<file path="src/rtl/drive_consts.svh">
`ifndef DRIVE_CONSTS_SVH
`define DRIVE_CONSTS_SVH
// ----------------------------------------
// Object indices
// ----------------------------------------
`define IDX_OPMODE 16'h6060
`define IDX_OPMODE_ACT 16'h6061
`define IDX_CONTROL 16'h6040
`define IDX_STATUS 16'h6041
`define IDX_JOG_ACT 16'h301B
`define IDX_JOG_VEL 16'h3029
`define IDX_SPEED_SRC 16'h1B22
`define IDX_SPEED_SET 16'h2108
`define IDX_SCALE 16'h3006
`define IDX_QSTOP 16'h605A
`define SUB_ZERO 8'h00
`define SUB_JOG_ACT 8'h09
`define SUB_JOG_SLOW 8'h04
`define SUB_JOG_FAST 8'h05
`define SUB_LIM_FREE 8'h06
`define SUB_DENOM 8'h07
`define SUB_NUMER 8'h08
// ----------------------------------------
// Values
// ----------------------------------------
`define MODE_JOG 8'hFF
`define MODE_SPEED 8'hFD
`define MODE_NONE 8'h00
`define CW_SHUTDOWN 16'h0006
`define CW_ENABLE 16'h000F
`define CW_ZERO 16'h0000
`define CW_QSTOP_BIT 2
`define CW_HALT_BIT 8
`define CW_RSV_MASK 16'h0070
`define SW_DISABLED 16'h0040
`define SW_READY 16'h0021
`define SW_ENABLED 16'h4637
`define SW_JOG_RUN 16'h0237
`define SW_SPEED_RUN 16'h0637
`define SW_RSV_MASK 16'h1400
`define SRC_NONE 16'h0000
`define SRC_SETPOINT 16'h0002
`define SPEED_MAX 16'sh7530
`define SPEED_MIN (-16'sh7530)
`define JOG_POS_BIT 0
`define JOG_NEG_BIT 1
`define JOG_FAST_BIT 2
`define JOG_SLOW_DEF 16'h003C
`define JOG_FAST_DEF 16'h00B4
`define DENOM_VAL 32'h0000_4000
`define NUMER_VAL 32'h0000_0001
`define QSTOP_VAL 32'h0000_0006
`define LIMFREE_VAL 32'h0000_0000
`define EX_JOG_SLOW 32'h0000_0064
`define EX_JOG_FAST 32'h0000_012C
`define EX_SPEED 32'h0000_0258
`define STEP_SETTLE 16'h0008
`endif

</file>
<file path="src/rtl/drive_link_if.sv">
`timescale 1ns/1ps
interface drive_link_if;
  logic wr_valid;
  logic [15:0] wr_index;
  logic [7:0] wr_sub;
  logic [31:0] wr_data;
  logic [15:0] status_word;
  logic [7:0] mode_display;
  modport device (input wr_valid, input wr_index, input wr_sub, input wr_data,
    output status_word, output mode_display);
  modport master (output wr_valid, output wr_index, output wr_sub, output wr_data,
    input status_word, input mode_display);
endinterface : drive_link_if

</file>
<file path="src/rtl/drive_device.sv">
// Overview of operation
// Mode code FF selects jog
// Mode display shows active mode code
// Master enables stage: 00, 06, 0F
// Enabled status word reads 4637
// Jog value 01 starts, 00 stops
// Slow positive jog status reads 0237
// Master writes example startup settings
// Master writes jog velocities first
// Standstill window only for step moves
// Speed mode applies no ramp
// Speed needs mode and source 2
// Setpoint write starts or updates motion
// Source accepts 0 or 2, immediate
// Master keeps control bits 4-6 clear
// Status bits 10, 12 reserved in speed
// Speed ends only at standstill after stop; code also switches to jog when mode FF is written
// Setpoint signed 16-bit, +-30000 rpm
// Speed clamped to maximum limit
// Separate current and velocity limits
// Jog bits: pos, neg, fast; both none
// Unsupported source values are ignored
`timescale 1ns/1ps
`include "drive_consts.svh"
module drive_device #(
  parameter logic signed [15:0] MAX_SPEED = `SPEED_MAX,
  parameter logic [15:0] MAX_CURRENT = 16'h0FFF
) (
  input wire logic clk,
  input wire logic rst_n,
  drive_link_if.device link,
  input wire logic fault,
  input wire logic step_move,
  input wire logic [15:0] current_request,
  output logic signed [15:0] velocity_cmd,
  output logic [15:0] current_limit,
  output logic stage_enabled,
  output logic standstill_check
);
  // ----------------------------------------
  // State
  // ----------------------------------------
  typedef struct packed {
    logic [7:0] mode_sel;
    logic [7:0] mode_act;
    logic [15:0] control;
    logic [1:0] en_seq;
    logic enabled;
    logic [2:0] jog_act;
    logic [15:0] jog_slow;
    logic [15:0] jog_fast;
    logic [15:0] speed_src;
    logic signed [15:0] setpoint;
    logic speed_go;
    logic stopping;
    logic signed [15:0] vel;
    logic [15:0] cur_lim;
    logic [15:0] status;
  } dev_state_t;
  dev_state_t r;
  dev_state_t next_r;
  // ----------------------------------------
  // Write decode
  // ----------------------------------------
  logic wr_ctl;
  logic wr_mode;
  logic wr_jog;
  logic wr_vel;
  logic wr_src;
  logic wr_set;
  logic signed [15:0] target;
  logic jog_pos;
  logic jog_neg;
  logic stop_req;
  always_comb begin
    next_r = r;
    target = 16'sh0000;
    wr_ctl = link.wr_valid && link.wr_index == `IDX_CONTROL;
    wr_mode = link.wr_valid && link.wr_index == `IDX_OPMODE;
    wr_jog = link.wr_valid && link.wr_index == `IDX_JOG_ACT && link.wr_sub == `SUB_JOG_ACT;
    wr_vel = link.wr_valid && link.wr_index == `IDX_JOG_VEL;
    wr_src = link.wr_valid && link.wr_index == `IDX_SPEED_SRC;
    wr_set = link.wr_valid && link.wr_index == `IDX_SPEED_SET;
    jog_pos = r.jog_act[`JOG_POS_BIT] && !r.jog_act[`JOG_NEG_BIT];
    jog_neg = r.jog_act[`JOG_NEG_BIT] && !r.jog_act[`JOG_POS_BIT];
    stop_req = fault || !r.control[`CW_QSTOP_BIT] || r.control[`CW_HALT_BIT];
    // ----------------------------------------
    // Object writes
    // ----------------------------------------
    if (wr_ctl) begin
      next_r.control = link.wr_data[15:0];
      if (link.wr_data[15:0] == `CW_ZERO) begin
        next_r.en_seq = 2'h0;
        next_r.enabled = 1'b0;
      end else if (link.wr_data[15:0] == `CW_SHUTDOWN) begin
        next_r.en_seq = 2'h1;
      end else if (link.wr_data[15:0] == `CW_ENABLE && r.en_seq != 2'h0) begin
        next_r.en_seq = 2'h2;
        next_r.enabled = 1'b1;
      end
    end
    if (wr_mode) begin
      next_r.mode_sel = link.wr_data[7:0];
      next_r.speed_go = 1'b0;
    end
    if (wr_jog) begin
      next_r.jog_act = link.wr_data[2:0];
    end
    if (wr_vel) begin
      if (link.wr_sub == `SUB_JOG_SLOW) begin
        next_r.jog_slow = link.wr_data[15:0];
      end
      if (link.wr_sub == `SUB_JOG_FAST) begin
        next_r.jog_fast = link.wr_data[15:0];
      end
    end
    if (wr_src) begin
      if (link.wr_data[15:0] == `SRC_NONE || link.wr_data[15:0] == `SRC_SETPOINT) begin
        next_r.speed_src = link.wr_data[15:0];
      end
    end
    if (wr_set) begin
      if ($signed(link.wr_data[15:0]) > `SPEED_MAX) begin
        next_r.setpoint = `SPEED_MAX;
      end else if ($signed(link.wr_data[15:0]) < `SPEED_MIN) begin
        next_r.setpoint = `SPEED_MIN;
      end else begin
        next_r.setpoint = link.wr_data[15:0];
      end
      next_r.speed_go = 1'b1;
    end
    // ----------------------------------------
    // Mode activation and termination
    // ----------------------------------------
    if (!r.enabled || stop_req) begin
      next_r.stopping = r.mode_act != `MODE_NONE;
    end else begin
      next_r.stopping = 1'b0;
    end
    if (r.stopping && r.vel == 16'sh0000) begin
      next_r.mode_act = `MODE_NONE;
      next_r.speed_go = 1'b0;
      if (!wr_mode) begin
        next_r.mode_sel = `MODE_NONE;
      end
    end else if (!r.stopping && r.enabled && !stop_req) begin
      if (r.mode_sel == `MODE_JOG) begin
        next_r.mode_act = `MODE_JOG;
      end else if (r.mode_sel == `MODE_SPEED && r.speed_src == `SRC_SETPOINT) begin
        next_r.mode_act = `MODE_SPEED;
      end
    end
    // ----------------------------------------
    // Velocity command
    // ----------------------------------------
    if (!r.stopping && r.mode_act == `MODE_JOG && (jog_pos || jog_neg)) begin
      target = r.jog_act[`JOG_FAST_BIT] ? $signed(r.jog_fast) : $signed(r.jog_slow);
      if (jog_neg) begin
        target = -target;
      end
    end else if (!r.stopping && r.mode_act == `MODE_SPEED && r.speed_go
        && r.speed_src == `SRC_SETPOINT) begin
      target = r.setpoint;
    end
    // ----------------------------------------
    // Speed limit
    // ----------------------------------------
    if (target > MAX_SPEED) begin
      target = MAX_SPEED;
    end else if (target < -MAX_SPEED) begin
      target = -MAX_SPEED;
    end
    next_r.vel = target;
    next_r.cur_lim = current_request > MAX_CURRENT ? MAX_CURRENT : current_request;
    // ----------------------------------------
    // Status word
    // ----------------------------------------
    if (!r.enabled) begin
      next_r.status = r.en_seq == 2'h1 ? `SW_READY : `SW_DISABLED;
    end else if (r.mode_act == `MODE_JOG && r.vel != 16'sh0000) begin
      next_r.status = `SW_JOG_RUN;
    end else if (r.mode_act == `MODE_SPEED && r.vel != 16'sh0000) begin
      next_r.status = `SW_SPEED_RUN & ~`SW_RSV_MASK;
    end else begin
      next_r.status = `SW_ENABLED;
    end
  end
  // ----------------------------------------
  // Register update
  // ----------------------------------------
  always_ff @(posedge clk) begin
    if (!rst_n) begin
      r <= '0;
      r.jog_slow <= `JOG_SLOW_DEF;
      r.jog_fast <= `JOG_FAST_DEF;
      r.status <= `SW_DISABLED;
    end else begin
      r <= next_r;
    end
  end
  // ----------------------------------------
  // Outputs
  // ----------------------------------------
  assign link.status_word = r.status;
  assign link.mode_display = r.mode_act;
  assign velocity_cmd = r.vel;
  assign current_limit = r.cur_lim;
  assign stage_enabled = r.enabled;
  assign standstill_check = r.mode_act == `MODE_JOG && step_move;
endmodule : drive_device

</file>
<file path="src/flat_wrapper.sv">
// flat-port wrapper written by rule: the top's interface ports become plain ports
module drive_device_flat 
#(
  parameter logic signed [15:0] MAX_SPEED = `SPEED_MAX,
  parameter logic [15:0] MAX_CURRENT = 16'h0FFF
)
  (clk, rst_n, fault, step_move, current_request, velocity_cmd, current_limit, stage_enabled, standstill_check, link_wr_valid, link_wr_index, link_wr_sub, link_wr_data, link_status_word, link_mode_display);
  drive_link_if link_i ();
  input wire logic clk;
  input wire logic rst_n;
  input wire logic fault;
  input wire logic step_move;
  input wire logic [15:0] current_request;
  output logic signed [15:0] velocity_cmd;
  output logic [15:0] current_limit;
  output logic stage_enabled;
  output logic standstill_check;
  input wire logic [$bits(link_i.wr_valid)-1:0] link_wr_valid;
  input wire logic [$bits(link_i.wr_index)-1:0] link_wr_index;
  input wire logic [$bits(link_i.wr_sub)-1:0] link_wr_sub;
  input wire logic [$bits(link_i.wr_data)-1:0] link_wr_data;
  output wire logic [$bits(link_i.status_word)-1:0] link_status_word;
  output wire logic [$bits(link_i.mode_display)-1:0] link_mode_display;
  assign link_i.wr_valid = link_wr_valid;
  assign link_i.wr_index = link_wr_index;
  assign link_i.wr_sub = link_wr_sub;
  assign link_i.wr_data = link_wr_data;
  assign link_status_word = link_i.status_word;
  assign link_mode_display = link_i.mode_display;
  drive_device #(.MAX_SPEED(MAX_SPEED), .MAX_CURRENT(MAX_CURRENT)) u_core (.clk(clk), .rst_n(rst_n), .link(link_i), .fault(fault), .step_move(step_move), .current_request(current_request), .velocity_cmd(velocity_cmd), .current_limit(current_limit), .stage_enabled(stage_enabled), .standstill_check(standstill_check));
endmodule
</file>
<file path="config.mk">
export PLATFORM = sky130hd
export DESIGN_NAME = drive_device_flat
export DESIGN_NICKNAME = d
export VERILOG_FILES = /design/src/rtl/drive_link_if.sv /design/src/rtl/drive_device.sv /design/src/flat_wrapper.sv
export VERILOG_INCLUDE_DIRS = /design/src /design/src/rtl
export SDC_FILE = /design/constraint.sdc
export NUM_CORES = 1
export LEC_CHECK = 0
export BUFFER_PORTS_ARGS = -buffer_cell sky130_fd_sc_hd__buf_4
export CORE_MARGIN = 8
export CORE_UTILIZATION = 30
export DETAILED_ROUTE_END_ITERATION = 10
export PLACE_DENSITY = 0.62
export SYNTH_ARGS = -nofsm -noshare
export SYNTH_HDL_FRONTEND = slang
export SYNTH_SLANG_ARGS = --single-unit
</file>
<file path="constraint.sdc">
create_clock -name clk -period 3.6 [get_ports clk]
set_input_delay 0.18 -clock clk [delete_from_list [all_inputs] [get_ports clk]]
set_output_delay 0.18 -clock clk [all_outputs]
set_load 0.02 [all_outputs]
</file>
==> run summary, run 1 <==
Startpoint Class -> flip-flop
Final period utilization -> 0.948
Global-route wire length before repair -> 25.8 mm
Diodes inserted -> 0
GR Overflow Total -> 0
Leak -> 2.87 nW
Worst VDD drop -> 0.000300 V
CP Class -> flip-flop to flip-flop
Crit. Startpoint -> u_core.r[116]
RR Endpoint -> u_core.velocity_cmd[4]
Synthesized flop and latch total -> 121
# rows -> 52
Gr usage total -> 0.125
Synth top area share -> 0.392
DR vias -> 4,989
Die Wd -> 159 um
Post-DP HPWL -> 12.0 mm
DR DRC count -> 0
End point of the critical path -> u_core.velocity_cmd[4]
Part of the power in the clock network -> 0.530
Core area -> 20,200 sq um
CTS clk-pin slew, worst paths -> 60 ps
Die area -> 25,400 sq um
DP Area -> 6980 sq um
Avg Cell Area, Syn -> 9.15 sq um
Worst hold slack -> 41.8 ps
Final instance count without filler cells -> 1,044
Placed cell count -> 996
TritonRoute pass-1 iters -> 4
Seq/Total Area, Yosys -> 0.392
Fin crit period -> 3410 ps
Share of layout cells above drive strength 1 -> 0.262
Vias in the first global route -> 4,840
Worst path max stage delay -> 390 ps
Final slew viol count -> 0
Crit path DAT -> 3720 ps
Post-synth cell types -> 70
Synth area leaders -> dfxtp_1, mux2i_1, buf_4
Area grow syn2layout -> 25.7%
Initial DRC Count -> 243
P_int -> 2.48 mW
Fin area -> 7760 sq um
Final WL -> 16.2 mm
Async S/R FF share, synth -> 0
GR Layer Usage met3 -> 0.0362
Root Driver -> clkbuf_16
RSZ-0062 raised after global routing -> no
Final WS setup -> 188 ps
Reg2Reg Launch Point -> u_core.r[116]
Io pins -> 135
Synth Flop Type -> dfxtp_1
PD cells -> 421 nW/um^2
Max-cap violation count -> 0
DP Worst Slack -> 64.2 ps
TritonCTS Buffers -> 17
Worst min-delay path class -> input port to flip-flop
Routed wire length per instance -> 15.5 um
Status -> finished, final reports clean
Element type at the critical path end -> flip-flop
Slew headroom -> 0.481
Buf+Inv Stages, Crit Path -> 2
Pin count of the biggest net entering global routing -> 52
Clock Sinks -> 121
Levels on crit path -> 15
Initial antenna violation count -> 0
Fmax -> 293 MHz
Tightest Pin Transition -> 772 ps
Fill count -> 1,981
GR peak layer -> met2
P_sw -> 0.786 mW
Vias per cell -> 4.78
Starting density of the core -> 0.305
Die Span Y -> 159 um
Yosys warns -> 0
Worst-Skew Late Latency -> 420 ps
Critical path fanouts, max -> 7
Final nets -> 842
Sw Share -> 0.240
Setup TNS -> 0 ps
Fin. Hold Viols -> 0
Worst EP required -> 3910 ps
Final core occ -> 0.384
Worst r2r path cells -> 15
Commonest cells after routing, fill and taps aside -> buf_4, dfxtp_1, nor2b_1
Mapped Cells -> 675
Reg2reg setup slack -> 190 ps
Sequential Power Share -> 0.413
CP max-delay cell -> dfxtp_4
Met1 Resource Use GR -> 0.159
# setup viols final -> 0
PortBufs -> 111
Combinational share of power -> 0.057
Placer Congestion -> 0.775
H-Tree Depth -> 4
Crit path max-delay family -> simple AND/OR/NAND/NOR gates
Final Skew -> 10.4 ps
Final Power -> 3.27 mW
Crit-path cells -> mux2_2 > inv_1 > ha_4 > nor4b_4 > nor2_2 > nor3_2 > o21ba_2 > xnor2_1 > o21ai_2 > or3_1 > o21bai_1 > ha_2 > inv_2 > a21boi_0 > a31o_2
Clock Path Buffers -> 2
Area leader, netlist -> dfxtp_1
Antenna viol nets, final -> 0
Post-synth EDFFs -> 0
M2 GR Usage -> 0.198
Commonest non-fill, non-tap cell in the layout -> buf_4
Post-synth design cell area -> 6180 sq um
CTS tree -> yes
[layout make-up]
class	count	area (sq um)	area share
Multi-Input combinational cell	461	3220	0.414
Sequential cell	121	2430	0.312
Timing Repair Buffer	147	1130	0.146
Clock buffer	17	425	0.0548
Tap cell	270	338	0.0435
Clock inverter	15	175	0.0226
Inverter	13	48.8	0.00628
[power by group through the flow]
stage | Clock, mW | Sequential (mW) | Combinational (mW)
after floorplan | 0 | 1.38 | 0.0953
after global placement | 0 | 1.38 | 0.174
after detailed placement | 0 | 1.38 | 0.176
after CTS | 1.77 | 1.35 | 0.187
after global routing | 1.84 | 1.35 | 0.200
final | 1.73 | 1.35 | 0.187
[registers in the layout (all words and copies together), names as in the netlist]
| register | count |
|---|---|
| u_core.current_limit | 16 |
| u_core.link.mode_display | 2 |
| u_core.link.status_word | 5 |
| u_core.r | 81 |
| u_core.stage_enabled | 1 |
| u_core.velocity_cmd | 16 |
[cells in the mapped netlist (all sizes together), types with 5 or more instances]
cell type / number
nand2: 29
o21a: 14
nor2: 27
nor4: 15
nand4: 7
mux2: 5
nor3: 30
a32o: 5
clkbuf: 24
nor3b: 7
nor2b: 52
a211oi: 10
mux2i: 50
xnor2: 10
o21ai: 33
nand3: 7
a22oi: 16
dfxtp: 121
and2: 17
a21oi: 44
nor4b: 8
buf: 66
inv: 12
[cells by family after synthesis]
group	share of synthesized area
other	0.000607
adders and majority gates	0.00810
muxes	0.0901
buffers and inverters	0.102
AOI/OAI and AO/OA	0.168
xor gates and xnor gates	0.0156
DFF	0.392
and+or+nand+nor	0.223
[worst register-to-register path: stages, from the launching register on]
cell and delay, ps:
dfxtp_4 390, mux2_2 380, inv_1 110, ha_4 160
nor4b_4 240, nor2_2 100, nor3_2 250, o21ba_2 190
xnor2_1 150, o21ai_2 120, or3_1 370, o21bai_1 140
ha_2 330, inv_2 90, a21boi_0 80, a31o_2 210
[worst min-delay path by stage]
stage	slack, ps	cells past startpoint	end	start
after detailed placement	390	2	u_core.current_limit[7]	current_request[7]
after global routing	40	3	u_core.r[48]	fault
final	40	3	u_core.r[48]	fault
after global placement	390	2	u_core.current_limit[2]	current_request[2]
after floorplan	300	1	u_core.current_limit[0]	current_request[0]
after CTS	30	3	u_core.r[48]	fault
[metal layers]
metal | part of all wire | vias to the layer above
li1 | - | 2549
met1 | 0.47 | 2334
met2 | 0.47 | 96
met3 | 0.054 | 10
met4 | 0.0071 | 0
met5 | 0 | -
[repair_timing]
| action | in CTS | in global routing |
|---|---|---|
| hold buffers | 12 | 0 |
| endpoints found under the hold margin | 12 | 0 |
| setup buffers | 0 | 4 |
| setup endpoints to repair | 0 | 14 |
| gates resized for setup | 0 | 13 |
Power figures use the tool's default switching activity.
==> run 2: changes to the inputs <==
--- a/config.mk
+++ b/config.mk
@@ -6,11 +6,11 @@
 export SDC_FILE = /design/constraint.sdc
 export NUM_CORES = 1
 export LEC_CHECK = 0
-export BUFFER_PORTS_ARGS = -buffer_cell sky130_fd_sc_hd__buf_4
 export CORE_MARGIN = 8
 export CORE_UTILIZATION = 30
 export DETAILED_ROUTE_END_ITERATION = 10
-export PLACE_DENSITY = 0.62
+export DONT_BUFFER_PORTS = 1
+export PLACE_DENSITY = 0.56
 export SYNTH_ARGS = -nofsm -noshare
 export SYNTH_HDL_FRONTEND = slang
 export SYNTH_SLANG_ARGS = --single-unit
==> run 2 against run 1 <==
Against the previous run:
- critical endpoint unchanged
- combinational power is 41% lower
- clock power decreased by 6%
- maximum frequency increased by 0.84%
==> run summary, run 2 (synthesis results as in run 1) <==
DR vias -> 4,747
Routed wire length per instance -> 17.6 um
Root Driver -> clkbuf_16
Leak -> 2.38 nW
Worst-Skew Late Latency -> 420 ps
Placer Congestion -> 0.786
Critical path fanouts, max -> 6
# setup viols final -> 0
Reg with most FFs -> u_core.r
RSZ-0062 raised after global routing -> no
Area grow syn2layout -> 15.5%
Worst path max stage delay -> 380 ps
Commonest cells after routing, fill and taps aside -> dfxtp_1, nor2b_1, mux2i_1
CTS clk-pin slew, worst paths -> 60 ps
TritonRoute pass-1 iters -> 5
TritonCTS Buffers -> 17
DR DRC count -> 0
Share of layout cells above drive strength 1 -> 0.139
Fin. Hold Viols -> 0
Global-route wire length before repair -> 26.5 mm
WHS Endpoint -> u_core.stage_enabled
Final core occ -> 0.353
Crit path max-delay family -> simple AND/OR/NAND/NOR gates
Io pins -> 135
Max reg flops -> 81
Max-cap violation count -> 0
Worst hold slack -> 24.6 ps
Sw Share -> 0.237
Worst r2r path cells -> 15
Reg2reg setup slack -> 220 ps
Crit path DAT -> 3690 ps
Buf+Inv Stages, Crit Path -> 2
P_sw -> 0.734 mW
Die Wd -> 159 um
Final nets -> 751
Hold path start -> link_wr_data[0]
Crit-path cells -> mux2_2 > inv_1 > ha_4 > nor4b_4 > nor2_2 > nor3_2 > o21ba_2 > xnor2_1 > o21ai_2 > or3_1 > o21bai_1 > ha_2 > inv_1 > a21boi_0 > a31o_2
Clock Sinks -> 121
Initial antenna violation count -> 0
Initial DRC Count -> 296
Die Span Y -> 159 um
CTS tree -> yes
Final slew viol count -> 0
PortBufs -> 0
Die area -> 25,400 sq um
Final period utilization -> 0.940
CP max-delay cell -> dfxtp_4
Pin count of the biggest net entering global routing -> 96
Reg2Reg Launch Point -> u_core.r[116]
Vias in the first global route -> 4,562
Commonest non-fill, non-tap cell in the layout -> dfxtp_1
Core area -> 20,200 sq um
Most Frequent Cell on Critical Path -> inv_1
H-Tree Depth -> 4
Tightest Pin Transition -> 768 ps
DP Worst Slack -> 92.1 ps
Crit. Startpoint -> u_core.r[116]
Gr usage total -> 0.130
PD cells -> 434 nW/um^2
Status -> finished, final reports clean
Element type at the critical path end -> flip-flop
CP Class -> flip-flop to flip-flop
Diodes inserted -> 0
Vias per cell -> 4.98
Worst min-delay path class -> input port to flip-flop
Fin crit period -> 3380 ps
Final WL -> 16.8 mm
Final WS setup -> 217 ps
RR Endpoint -> u_core.velocity_cmd[4]
Hold path cells -> 3
GR Overflow Total -> 0
Setup TNS -> 0 ps
Part of the power in the clock network -> 0.523
# rows -> 52
Starting density of the core -> 0.305
Post-DP HPWL -> 11.5 mm
Worst VDD drop -> 0.000292 V
Final Skew -> 11.8 ps
Combinational share of power -> 0.036
Sequential Power Share -> 0.442
Fmax -> 296 MHz
P_int -> 2.36 mW
Clock Path Buffers -> 2
Antenna viol nets, final -> 0
Worst EP required -> 3900 ps
Startpoint Class -> flip-flop
Slew headroom -> 0.484
-- run 2: changes by cell type in the layout (fill, tap and decap cells not counted), sizes merged --
cell / before / now
dlygate4sd3: 12 / 30
clkinvlp: 1 / 4
buf: 135 / 26
bufinv: 2 / 1
inv: 23 / 18
clkinv: 2 / 5
-- run 2: how the worst max path moves through the flow --
stage                              endpoint  slack, ps  depth (start not counted)
detailed placement  u_core.velocity_cmd[13]         90                         14
finish               u_core.velocity_cmd[4]        220                         15
floorplan            u_core.velocity_cmd[4]         50                         17
CTS                 u_core.velocity_cmd[13]         60                         14
global route         u_core.velocity_cmd[4]         20                         15
global placement    u_core.velocity_cmd[13]        110                         14
-- run 2: metal layers --
metal / track usage / routed length [um] / vias up
met4: 0.0395 / 195 / 0
li1: - / - / 2356
met2: 0.200 / 7520 / 108
met5: 0 / 0 / -
met3: 0.0408 / 926 / 13
met1: 0.171 / 8110 / 2270
-- run 2: final cells by class --
class / instances / area (sq um)
repair buffers: 56 / 532
multi-input cells: 461 / 3220
clock buffers: 17 / 425
well taps: 270 / 338
inverters: 13 / 48.8
flip-flops and latches: 121 / 2430
fillers: 2077 / 13100
clock inverters: 15 / 140
-- run 2: worst reg2reg max path, stage by stage, from the launching register on --
cell and delay (ps):
dfxtp_4 380, mux2_2 380, inv_1 110, ha_4 160, nor4b_4 250, nor2_2 110, nor3_2 260, o21ba_2 170
xnor2_1 150, o21ai_2 110, or3_1 370, o21bai_1 130, ha_2 320, inv_1 90, a21boi_0 80, a31o_2 210
-- run 2: what timing repair did --
action | CTS | global route
setup endpoints to repair | 0 | 15
setup buffers | 0 | 2
endpoints found under the hold margin | 101 | 0
hold buffers | 31 | 0
resized for setup | 0 | 12
-- run 2: per-stage QoR --
stage	std cells	power (mW)	instance area, sq um
global placement	888	1.45	6170
floorplan	685	1.48	6240
finish	953	3.09	7140
global route	953	3.21	7140
detailed placement	888	1.45	6170
CTS	951	3.14	7060
-- run 2: power groups by stage --
stage	logic (mW)	clock network [mW]	registers, mW
global placement	0.0532	0	1.40
floorplan	0.0953	0	1.38
CTS	0.110	1.66	1.37
global route	0.120	1.73	1.37
finish	0.110	1.62	1.37
detailed placement	0.0530	0	1.40
